===== src/rtl/periph_defines.svh =====
// Register offsets, field positions, reset values and sizes for the peripheral interface
//
// Overview of operation
// - Mode register, read/write, resets to zero
// - Data register exchanges words with peripheral
// - Status register is read-only
// - Set register ones set status bits
// - Clear register ones clear status bits
// - Zero bits in set/clear change nothing
// - Bits above the 8-bit fields read zero; unused bits inside them are stored as written
// - Interrupt is OR of status AND mask
// - Mask changes only via enable/disable writes
// - One receive and one transmit channel
// - Channel has 32-bit pointer, 16-bit count
// - Channel completion raises end-of-transfer status
// - One transfer moves up to 65535 items of the programmed size
// - Command register write-only, ones trigger
// - Word access only, low address bits ignored
`ifndef PERIPH_DEFINES_SVH
`define PERIPH_DEFINES_SVH

// Byte offsets inside the 16-Kbyte window
`define ADDR_WIDTH 14
`define OFS_COMMAND 14'h0000
`define OFS_MODE 14'h0004
`define OFS_STAT_SET 14'h0008
`define OFS_STAT_CLR 14'h000C
`define OFS_STATUS 14'h0010
`define OFS_IRQ_EN 14'h0014
`define OFS_IRQ_DIS 14'h0018
`define OFS_IRQ_MASK 14'h001C
`define OFS_RX_DATA 14'h0020
`define OFS_TX_DATA 14'h0024
`define OFS_RX_PTR 14'h0030
`define OFS_RX_CNT 14'h0034
`define OFS_TX_PTR 14'h0038
`define OFS_TX_CNT 14'h003C

// Command bits
`define CMD_RX_FLUSH 0
`define CMD_TX_FLUSH 1

// Mode fields
`define MODE_WIDTH 8
`define MODE_RESET 8'h00
`define MODE_RX_EN 0
`define MODE_TX_EN 1
`define MODE_SIZE_LSB 2

// Status bits; bits 0 and 1 are live, the rest sticky
`define STAT_WIDTH 8
`define STAT_RESET 8'h00
`define STAT_RX_READY 0
`define STAT_TX_READY 1
`define STAT_END_RX 2
`define STAT_END_TX 3
`define STAT_OVERRUN 4
`define STAT_STICKY 8'hFC
`define MASK_RESET 8'h00

// Channel and buffer sizes
`define PTR_WIDTH 32
`define CNT_WIDTH 16
`define FIFO_DEPTH 16

`endif


===== src/rtl/periph_pkg.sv =====
// Shared types for the peripheral interface
package periph_pkg;
  // Block transfer channel sequencing
  typedef enum logic [0:0] {CH_IDLE, CH_BUSY} chan_state_e;
  // Item size code: 0 byte, 1 half-word, 2 word
  typedef logic [1:0] item_size_t;
endpackage


===== src/rtl/xfer_if.sv =====
// Programming and status signals between register bank and one transfer channel
interface xfer_if;
  logic ld_ptr;
  logic ld_cnt;
  logic [31:0] wdata;
  logic [31:0] ptr;
  logic [15:0] cnt;
  logic busy;
  logic done;
  modport ctrl (output ld_ptr, output ld_cnt, output wdata, input ptr, input cnt, input busy, input done);
  modport chan (input ld_ptr, input ld_cnt, input wdata, output ptr, output cnt, output busy, output done);
endinterface


===== src/rtl/sync_fifo.sv =====
// Synchronous FIFO with valid/ready on both sides and flush
module sync_fifo #(
  parameter int WIDTH = 32,
  parameter int DEPTH = 16
) (
  // Clock and reset
  input wire logic clock_i,
  input wire logic rst_i,
  input wire logic flush_i,
  // Fill side
  input wire logic in_valid_i,
  input wire logic [WIDTH-1:0] in_data_i,
  output logic in_ready_o,
  // Drain side
  output logic out_valid_o,
  output logic [WIDTH-1:0] out_data_o,
  input wire logic out_ready_i
);
  localparam int AW = $clog2(DEPTH);
  typedef struct packed {
    logic [DEPTH-1:0][WIDTH-1:0] mem;
    logic [AW:0] wp;
    logic [AW:0] rp;
  } fifo_s;
  fifo_s q_r, q_nxt;
  logic full, empty;

  // Extra pointer bit tells full from empty
  assign empty = (q_r.wp == q_r.rp);
  assign full = (q_r.wp[AW] != q_r.rp[AW]) && (q_r.wp[AW-1:0] == q_r.rp[AW-1:0]);
  assign in_ready_o = !full;
  assign out_valid_o = !empty;
  assign out_data_o = q_r.mem[q_r.rp[AW-1:0]];

  // Pointer and storage update
  always_comb begin
    q_nxt = q_r;
    if (in_valid_i && !full) begin
      q_nxt.mem[q_r.wp[AW-1:0]] = in_data_i;
      q_nxt.wp = q_r.wp + 1'b1;
    end
    if (out_ready_i && !empty) begin
      q_nxt.rp = q_r.rp + 1'b1;
    end
    if (flush_i) begin
      q_nxt.rp = q_nxt.wp;
    end
  end

  always_ff @(posedge clock_i or posedge rst_i) begin
    if (rst_i) begin
      q_r <= '0;
    end else begin
      q_r <= q_nxt;
    end
  end
endmodule // sync_fifo


===== src/rtl/xfer_channel.sv =====
// One block transfer channel: pointer, count and memory request sequencing
`include "periph_defines.svh"
module xfer_channel (
  // Clock and reset
  input wire logic clock_i,
  input wire logic rst_i,
  // Programming
  xfer_if.chan prog,
  input wire logic enable_i,
  input wire periph_pkg::item_size_t size_i,
  // Buffer side
  input wire logic avail_i,
  input wire logic [31:0] item_i,
  output logic step_o,
  // Memory side
  output logic mem_req_o,
  output logic [31:0] mem_addr_o,
  output logic [31:0] mem_wdata_o,
  input wire logic mem_ack_i
);
  typedef struct packed {
    periph_pkg::chan_state_e st;
    logic [`PTR_WIDTH-1:0] ptr;
    logic [`CNT_WIDTH-1:0] cnt;
    logic [31:0] data;
    logic done;
  } chan_s;
  chan_s s_r, s_nxt;

  // Byte step per item
  function automatic logic [31:0] size_bytes(input periph_pkg::item_size_t sz);
    size_bytes = (sz == 2'h0) ? 32'h1 : (sz == 2'h1) ? 32'h2 : 32'h4;
  endfunction

  assign step_o = (s_r.st == periph_pkg::CH_BUSY) && mem_ack_i;
  assign mem_req_o = (s_r.st == periph_pkg::CH_BUSY);
  assign mem_addr_o = s_r.ptr;
  assign mem_wdata_o = s_r.data;
  assign prog.ptr = s_r.ptr;
  assign prog.cnt = s_r.cnt;
  assign prog.busy = (s_r.cnt != '0);
  assign prog.done = s_r.done;

  // Sequencing; a 16-bit item count covers up to 65535 items
  always_comb begin
    s_nxt = s_r;
    s_nxt.done = 1'b0;
    case (s_r.st)
      periph_pkg::CH_IDLE: begin
        if (enable_i && (s_r.cnt != '0) && avail_i) begin
          s_nxt.data = item_i;
          s_nxt.st = periph_pkg::CH_BUSY;
        end
      end
      periph_pkg::CH_BUSY: begin
        if (mem_ack_i) begin
          s_nxt.ptr = s_r.ptr + size_bytes(size_i);
          s_nxt.cnt = s_r.cnt - 1'b1;
          s_nxt.done = (s_r.cnt == 16'h0001);
          s_nxt.st = periph_pkg::CH_IDLE;
        end
      end
      default: s_nxt.st = periph_pkg::CH_IDLE;
    endcase
    // Software loads win over the running update
    if (prog.ld_ptr) begin
      s_nxt.ptr = prog.wdata;
    end
    if (prog.ld_cnt) begin
      s_nxt.cnt = prog.wdata[`CNT_WIDTH-1:0];
    end
  end

  always_ff @(posedge clock_i or posedge rst_i) begin
    if (rst_i) begin
      s_r <= '{st: periph_pkg::CH_IDLE, default: '0};
    end else begin
      s_r <= s_nxt;
    end
  end
endmodule // xfer_channel


===== src/rtl/periph_reg_irq_xfer_iface.sv =====
// Common peripheral register bank with interrupt mask, data buffers and two transfer channels
`include "periph_defines.svh"
module periph_reg_irq_xfer_iface #(
  parameter int FIFO_DEPTH = `FIFO_DEPTH
) (
  // Clock and reset
  input wire logic clock_i,
  input wire logic rst_i,
  // Register access port
  input wire logic reg_sel_i,
  input wire logic reg_wr_i,
  input wire logic [`ADDR_WIDTH-1:0] reg_addr_i,
  input wire logic [31:0] reg_wdata_i,
  output logic [31:0] reg_rdata_o,
  // Interrupt source to the vectored_irq_controller
  output logic irq_o,
  // Receive stream from peripheral core
  input wire logic rx_valid_i,
  input wire logic [31:0] rx_data_i,
  output logic rx_ready_o,
  // Transmit stream to peripheral core
  output logic tx_valid_o,
  output logic [31:0] tx_data_o,
  input wire logic tx_ready_i,
  // Receive channel memory writes
  output logic rxm_req_o,
  output logic [31:0] rxm_addr_o,
  output logic [31:0] rxm_wdata_o,
  output logic [1:0] rxm_size_o,
  input wire logic rxm_ack_i,
  // Transmit channel memory reads
  output logic txm_req_o,
  output logic [31:0] txm_addr_o,
  output logic [1:0] txm_size_o,
  input wire logic txm_ack_i,
  input wire logic [31:0] txm_rdata_i
);
  typedef struct packed {
    logic [`MODE_WIDTH-1:0] mode;
    logic [`STAT_WIDTH-1:0] status;
    logic [`STAT_WIDTH-1:0] mask;
    logic [31:0] rdata;
  } bank_s;
  bank_s b_r, b_nxt;

  xfer_if rx_prog ();
  xfer_if tx_prog ();

  ////////////////////////////////////////////////////////////////////////////
  // Address decode helpers

  // Word match only, so byte and half-word offsets fold onto their word
  function automatic logic word_hit(input logic [`ADDR_WIDTH-1:0] a, input logic [`ADDR_WIDTH-1:0] ofs);
    word_hit = (a[`ADDR_WIDTH-1:2] == ofs[`ADDR_WIDTH-1:2]);
  endfunction

  logic wr, rd;
  logic wr_cmd, wr_mode, wr_set, wr_clr, wr_ien, wr_idis, wr_txd;
  logic rd_rxd;
  assign wr = reg_sel_i && reg_wr_i;
  assign rd = reg_sel_i && !reg_wr_i;
  assign wr_cmd = wr && word_hit(reg_addr_i, `OFS_COMMAND);
  assign wr_mode = wr && word_hit(reg_addr_i, `OFS_MODE);
  assign wr_set = wr && word_hit(reg_addr_i, `OFS_STAT_SET);
  assign wr_clr = wr && word_hit(reg_addr_i, `OFS_STAT_CLR);
  assign wr_ien = wr && word_hit(reg_addr_i, `OFS_IRQ_EN);
  assign wr_idis = wr && word_hit(reg_addr_i, `OFS_IRQ_DIS);
  assign wr_txd = wr && word_hit(reg_addr_i, `OFS_TX_DATA);
  assign rd_rxd = rd && word_hit(reg_addr_i, `OFS_RX_DATA);

  // Channel programming strobes
  assign rx_prog.ld_ptr = wr && word_hit(reg_addr_i, `OFS_RX_PTR);
  assign rx_prog.ld_cnt = wr && word_hit(reg_addr_i, `OFS_RX_CNT);
  assign tx_prog.ld_ptr = wr && word_hit(reg_addr_i, `OFS_TX_PTR);
  assign tx_prog.ld_cnt = wr && word_hit(reg_addr_i, `OFS_TX_CNT);
  assign rx_prog.wdata = reg_wdata_i;
  assign tx_prog.wdata = reg_wdata_i;

  // Commands act for one cycle only; nothing is stored
  logic rx_flush, tx_flush;
  assign rx_flush = wr_cmd && reg_wdata_i[`CMD_RX_FLUSH];
  assign tx_flush = wr_cmd && reg_wdata_i[`CMD_TX_FLUSH];

  ////////////////////////////////////////////////////////////////////////////
  // Receive buffer and channel

  logic rxf_valid, rxf_pop;
  logic [31:0] rxf_data;
  logic rx_step;

  sync_fifo #(
    .WIDTH(32),
    .DEPTH(FIFO_DEPTH)
  ) u_rx_fifo (
    .clock_i(clock_i),
    .rst_i(rst_i),
    .flush_i(rx_flush),
    .in_valid_i(rx_valid_i),
    .in_data_i(rx_data_i),
    .in_ready_o(rx_ready_o),
    .out_valid_o(rxf_valid),
    .out_data_o(rxf_data),
    .out_ready_i(rxf_pop)
  );

  xfer_channel u_rx_chan (
    .clock_i(clock_i),
    .rst_i(rst_i),
    .prog(rx_prog.chan),
    .enable_i(b_r.mode[`MODE_RX_EN]),
    .size_i(b_r.mode[`MODE_SIZE_LSB +: 2]),
    .avail_i(rxf_valid),
    .item_i(rxf_data),
    .step_o(rx_step),
    .mem_req_o(rxm_req_o),
    .mem_addr_o(rxm_addr_o),
    .mem_wdata_o(rxm_wdata_o),
    .mem_ack_i(rxm_ack_i)
  );

  // A programmed channel owns the buffer; otherwise data register reads drain it
  assign rxf_pop = rx_prog.busy ? rx_step : (rd_rxd && rxf_valid);
  assign rxm_size_o = b_r.mode[`MODE_SIZE_LSB +: 2];

  ////////////////////////////////////////////////////////////////////////////
  // Transmit buffer and channel

  logic txf_ready, txf_push;
  logic [31:0] txf_data;
  logic tx_step;

  xfer_channel u_tx_chan (
    .clock_i(clock_i),
    .rst_i(rst_i),
    .prog(tx_prog.chan),
    .enable_i(b_r.mode[`MODE_TX_EN]),
    .size_i(b_r.mode[`MODE_SIZE_LSB +: 2]),
    .avail_i(txf_ready),
    .item_i(32'h0000_0000),
    .step_o(tx_step),
    .mem_req_o(txm_req_o),
    .mem_addr_o(txm_addr_o),
    .mem_wdata_o(),
    .mem_ack_i(txm_ack_i)
  );

  // Room is checked before the read is issued, so the returned word always fits
  assign txf_push = tx_prog.busy ? tx_step : (wr_txd && txf_ready);
  assign txf_data = tx_prog.busy ? txm_rdata_i : reg_wdata_i;
  assign txm_size_o = b_r.mode[`MODE_SIZE_LSB +: 2];

  sync_fifo #(
    .WIDTH(32),
    .DEPTH(FIFO_DEPTH)
  ) u_tx_fifo (
    .clock_i(clock_i),
    .rst_i(rst_i),
    .flush_i(tx_flush),
    .in_valid_i(txf_push),
    .in_data_i(txf_data),
    .in_ready_o(txf_ready),
    .out_valid_o(tx_valid_o),
    .out_data_o(tx_data_o),
    .out_ready_i(tx_ready_i)
  );

  ////////////////////////////////////////////////////////////////////////////
  // Status view and interrupt

  logic [`STAT_WIDTH-1:0] live, view, hw_set;
  logic overrun;

  // Writes to a full buffer, or data writes while a channel owns it, are lost
  assign overrun = wr_txd && (tx_prog.busy || !txf_ready);

  always_comb begin
    live = '0;
    live[`STAT_RX_READY] = rxf_valid;
    live[`STAT_TX_READY] = txf_ready;
    hw_set = '0;
    hw_set[`STAT_END_RX] = rx_prog.done;
    hw_set[`STAT_END_TX] = tx_prog.done;
    hw_set[`STAT_OVERRUN] = overrun;
  end

  assign view = b_r.status | live;
  // Level held while any unmasked bit stays set
  assign irq_o = |(view & b_r.mask);
  assign reg_rdata_o = b_r.rdata;

  ////////////////////////////////////////////////////////////////////////////
  // Register state update

  always_comb begin
    b_nxt = b_r;
    // Mode stores all eight written low bits, defined or not
    if (wr_mode) begin
      b_nxt.mode = reg_wdata_i[`MODE_WIDTH-1:0];
    end
    // Clear first, then set and hardware events, so a set never gets lost
    b_nxt.status = b_r.status & ~({`STAT_WIDTH{wr_clr}} & reg_wdata_i[`STAT_WIDTH-1:0]);
    b_nxt.status = b_nxt.status | ({`STAT_WIDTH{wr_set}} & reg_wdata_i[`STAT_WIDTH-1:0]);
    b_nxt.status = (b_nxt.status | hw_set) & `STAT_STICKY;
    // Mask moves only through enable and disable writes
    if (wr_ien) begin
      b_nxt.mask = b_r.mask | reg_wdata_i[`STAT_WIDTH-1:0];
    end
    if (wr_idis) begin
      b_nxt.mask = b_r.mask & ~reg_wdata_i[`STAT_WIDTH-1:0];
    end
    // Read data; write-only and unmapped words read zero
    if (rd) begin
      b_nxt.rdata = 32'h0000_0000;
      if (word_hit(reg_addr_i, `OFS_MODE)) begin
        b_nxt.rdata[`MODE_WIDTH-1:0] = b_r.mode;
      end else if (word_hit(reg_addr_i, `OFS_STATUS)) begin
        b_nxt.rdata[`STAT_WIDTH-1:0] = view;
      end else if (word_hit(reg_addr_i, `OFS_IRQ_MASK)) begin
        b_nxt.rdata[`STAT_WIDTH-1:0] = b_r.mask;
      end else if (word_hit(reg_addr_i, `OFS_RX_DATA)) begin
        b_nxt.rdata = rxf_valid ? rxf_data : 32'h0000_0000;
      end else if (word_hit(reg_addr_i, `OFS_RX_PTR)) begin
        b_nxt.rdata = rx_prog.ptr;
      end else if (word_hit(reg_addr_i, `OFS_RX_CNT)) begin
        b_nxt.rdata[`CNT_WIDTH-1:0] = rx_prog.cnt;
      end else if (word_hit(reg_addr_i, `OFS_TX_PTR)) begin
        b_nxt.rdata = tx_prog.ptr;
      end else if (word_hit(reg_addr_i, `OFS_TX_CNT)) begin
        b_nxt.rdata[`CNT_WIDTH-1:0] = tx_prog.cnt;
      end
    end
  end

  // Status has no write path of its own; only set/clear writes and hardware events reach it
  always_ff @(posedge clock_i or posedge rst_i) begin
    if (rst_i) begin
      b_r <= '{mode: `MODE_RESET, status: `STAT_RESET, mask: `MASK_RESET, rdata: 32'h0000_0000};
    end else begin
      b_r <= b_nxt;
    end
  end
endmodule // periph_reg_irq_xfer_iface


===== config.mk =====
export PLATFORM = sky130hd
export DESIGN_NAME = periph_reg_irq_xfer_iface
export DESIGN_NICKNAME = d
export VERILOG_FILES = /design/src/rtl/periph_pkg.sv /design/src/rtl/xfer_if.sv /design/src/rtl/sync_fifo.sv /design/src/rtl/xfer_channel.sv /design/src/rtl/periph_reg_irq_xfer_iface.sv
export VERILOG_INCLUDE_DIRS = /design/src /design/src/rtl
export SDC_FILE = /design/constraint.sdc
export NUM_CORES = 2
export LEC_CHECK = 0
export ABC_CLOCK_PERIOD_IN_PS = 16400
export BUFFER_PORTS_ARGS = -buffer_cell sky130_fd_sc_hd__buf_2
export CAP_MARGIN = 20
export CORE_ASPECT_RATIO = 1.1
export CORE_UTILIZATION = 35
export CTS_BUF_LIST = sky130_fd_sc_hd__clkbuf_4 sky130_fd_sc_hd__clkbuf_8 sky130_fd_sc_hd__clkbuf_16
export DETAILED_ROUTE_END_ITERATION = 10
export HOLD_SLACK_MARGIN = 0.08
export PLACE_DENSITY_LB_ADDON = 0.12
export SLEW_MARGIN = 40
export SYNTH_ARGS = -nofsm -noshare
export SYNTH_HDL_FRONTEND = slang
export SYNTH_HIERARCHICAL = 1
export SYNTH_SLANG_ARGS = --single-unit

===== constraint.sdc =====
create_clock -name clock_i -period 16.4 [get_ports clock_i]
set_input_delay 1.64 -clock clock_i [delete_from_list [all_inputs] [get_ports clock_i]]
set_output_delay 1.64 -clock clock_i [all_outputs]
set_load 0.005 [all_outputs]

==> results by group <==
Worst setup path
  – Worst path slowest cell: dfrtp_4
  – Worst Path Buf+Inv: 2
  – Worst reg-to-reg path cell count: 11
  – Worst reg2reg startpoint: u_tx_fifo/q_r[1]$_DFFE_PP0P_
  – Critical Path, Cell by Cell: xnor2_1 -> and4_1 -> nand2_1 -> buf_4 -> a22oi_1 -> nand4_1 -> buf_2
  – CP startpoint kind: flop
  – Setup CP Type: flop to primary output
  – WP data arrival: 3.79 ns
  – Slowest cell delay on critical path: 0.94 ns
  – Critical Path Fanout Max: 33
  – FF-to-FF setup slack: 11.57 ns
  – Crit end category: primary output
  – CP top delay family: simple AND/OR/NAND/NOR gates
  – Critical Path RT: about 15 ns
  – R2R Path End: u_tx_fifo/q_r[164]$_DFFE_PP0P_

Flow run
  – Max Cap Viol: 0

Outcome
  – Outcome: complete, no violations

Place
  – GPL Wtd Cong: 0.856
  – Pre-CTS setup slack: 10.84 ns
  – Port Buffers: 284
  – Post-DP HPWL: 117,000 um

Hold path
  – Hold Path Class: flop to flop
  – Worst Min Path Start: u_rx_chan/prog.done$_DFF_PP0_
  – Worst hold endpoint: b_r[42]$_DFF_PP0_
  – Hold path cells: 1

Clock tree
  – Post-CTS setup buffer count: 0
  – Post_cts resized: 0
  – CTS tree: built
  – Clock-pin transition on the worst setup and hold timing paths: 0.06 ns
  – Clock root buffer: clkbuf_16
  – Num CTS Buffers: 147
  – Max clock buf depth: 3
  – Hold-fix buffers, CTS: 0
  – Max H-tree Level: 4
  – Worst skew pair latency: 0.79 ns
  – Sink Count: 1,230

Synthesis
  – Syn_nets: 4,446
  – Ys Warns: 6
  – Mapped Cells: 4,304
  – Cell Area, Synth: 0.0601 sq mm
  – Post-Syn Area per Cell: 14.0 sq um

STA
  – Post-route minimum period: 5.43 ns
  – Final Setup Violations: 0
  – Max Clk Rate: roughly 180 MHz
  – Unrepaired setup endpoints after global routing: false
  – Skew final: 0.0308 ns
  – Hold Slack: roughly 0.44 ns
  – Slew Limit Fails: 0
  – Fin crit share: about 33%
  – Setup WS post-layout: ~11 ns
  – Post-Route Setup TNS: 0 ns
  – Tightest Pin Transition: 0.895 ns
  – Final Hold Viols: 0
  – Slew headroom: between 40 and 50%

Cells and area
  – Share of cells above drive strength 1: 43.5%
  – Nets: between 4,000 and 5,000
  – Footprint of the multi-input gates: ~0.027 sq mm
  – Area growth, synth to finish: 13.0%
  – Register Area: 0.0308 sq mm
  – Most frequent cells in the layout: dfrtp_1 (1,222), mux2_2 (933), buf_2 (285), mux4_2 (270), nand2_1 (158)
  – Util after Layout: 39.8%
  – Commonest non-fill, non-tap cell in the layout: dfrtp_1
  – Fill count: between 15,000 and 20,000

Pwr
  – Pwr/cell area: 141 mW/mm^2
  – Worst VDD drop: 0.112 mV
  – Static Leakage: 30.3 nW

Routing
  – Initial DRC count: approximately 2,100
  – Vias per inst: approximately 5.4
  – DR vias: 36,800
  – Routed Antenna Nets: 0
  – Drt drc: 0
  – Final WL: 186,000 um
  – DRT Pass-1 Iters: 5
  – WL/cell: 27.6 um

Die
  – DIE AREA: around 0.17 sq mm
  – I/O pin cnt: 287
  – Chip width: 397 um
  – Die H: 437 um
  – Initial Utilization: 35.2%
  – Core area: 0.171 sq mm
  – Rows: about 160

Global routing
  – Initial antenna violation count: 29
  – Tot GR Track Use: between 20% and 30%
  – First-pass GRT wire length: about 280,000 um
  – Gr ovfl total: 0
  – Largest net degree at the start of global routing: 128
  – Vias in the first global route: 38,400
per-stage QoR:
step                      area, sq um  total power [mW]  instances
final                           68000              9.56       6758
after global routing            67900              10.1       6754
after CTS                       67800              9.72       6746
after detailed placement        62800              6.31       6488
after global placement          62700              6.26       6483
after floorplan                 60100              5.62       4304
area by class of cell:
type,instances,area share [%]
Sequential cell,1230,45.3
Multi-Input combinational cell,2590,39.5
Clock buffer,221,6.52
Tap cell,2254,4.15
Timing Repair Buffer,369,3.31
Clock inverter,37,0.816
Inverter,50,0.309
Antenna cell,7,0.0258
worst register-to-register path, delay by kind of cell, from the launching register on:
family | cells | cell delay, ns
buf+inv | 3 | 0.89
simple gates | 4 | 1.72
mux | 1 | 0.42
xor+xnor | 1 | 0.17
compound gates | 2 | 0.66
flops | 1 | 0.82
sequential cells by signal, summed over array words and instances, names as in the netlist, named ones only:
name	count
b_r	12
rxm_size_o	2
u_tx_chan/mem_req_o	1
u_rx_fifo/q_r	522
u_tx_chan/mem_addr_o	32
u_rx_chan/mem_addr_o	32
reg_rdata_o	32
u_rx_chan/mem_wdata_o	32
u_tx_chan/prog.cnt	16
u_tx_chan/prog.done	1
u_rx_chan/prog.cnt	16
u_tx_fifo/q_r	522
u_rx_chan/mem_req_o	1
u_rx_chan/prog.done	1
power breakdown:
| part | internal, mW | total [mW] | switching (mW) |
|---|---|---|---|
| registers | 3.68 | 4.06 | 0.382 |
| clock network | 2.01 | 3.35 | 1.34 |
| logic | 1.12 | 2.16 | 1.04 |
| total | 6.80 | 9.56 | 2.77 |
routing by layer:
layer	track usage [%]	vias up	wire (um)
met1	28.6	19600	81200
met5	0	-	89
li1	-	16100	-
met2	34.9	737	88900
met4	7.27	14	6410
met3	5.01	295	9840
how the worst max path moves through the flow:
stage | from | to | depth (start not counted)
2_1_floorplan | rst_i | u_rx_fifo/q_r[0]$_DFFE_PP0P_ | 1
3_3_place_gp | reg_addr_i[2] | u_tx_fifo/q_r[132]$_DFFE_PP0P_ | 11
3_5_place_dp | reg_addr_i[2] | u_tx_fifo/q_r[40]$_DFFE_PP0P_ | 11
4_1_cts | u_tx_fifo/q_r[0]$_DFFE_PP0P_ | tx_data_o[5] | 6
5_1_grt | u_tx_fifo/q_r[0]$_DFFE_PP0P_ | tx_data_o[5] | 6
6_report | u_rx_fifo/q_r[0]$_DFFE_PP0P_ | irq_o | 7
(Power assumes the default switching activity.)
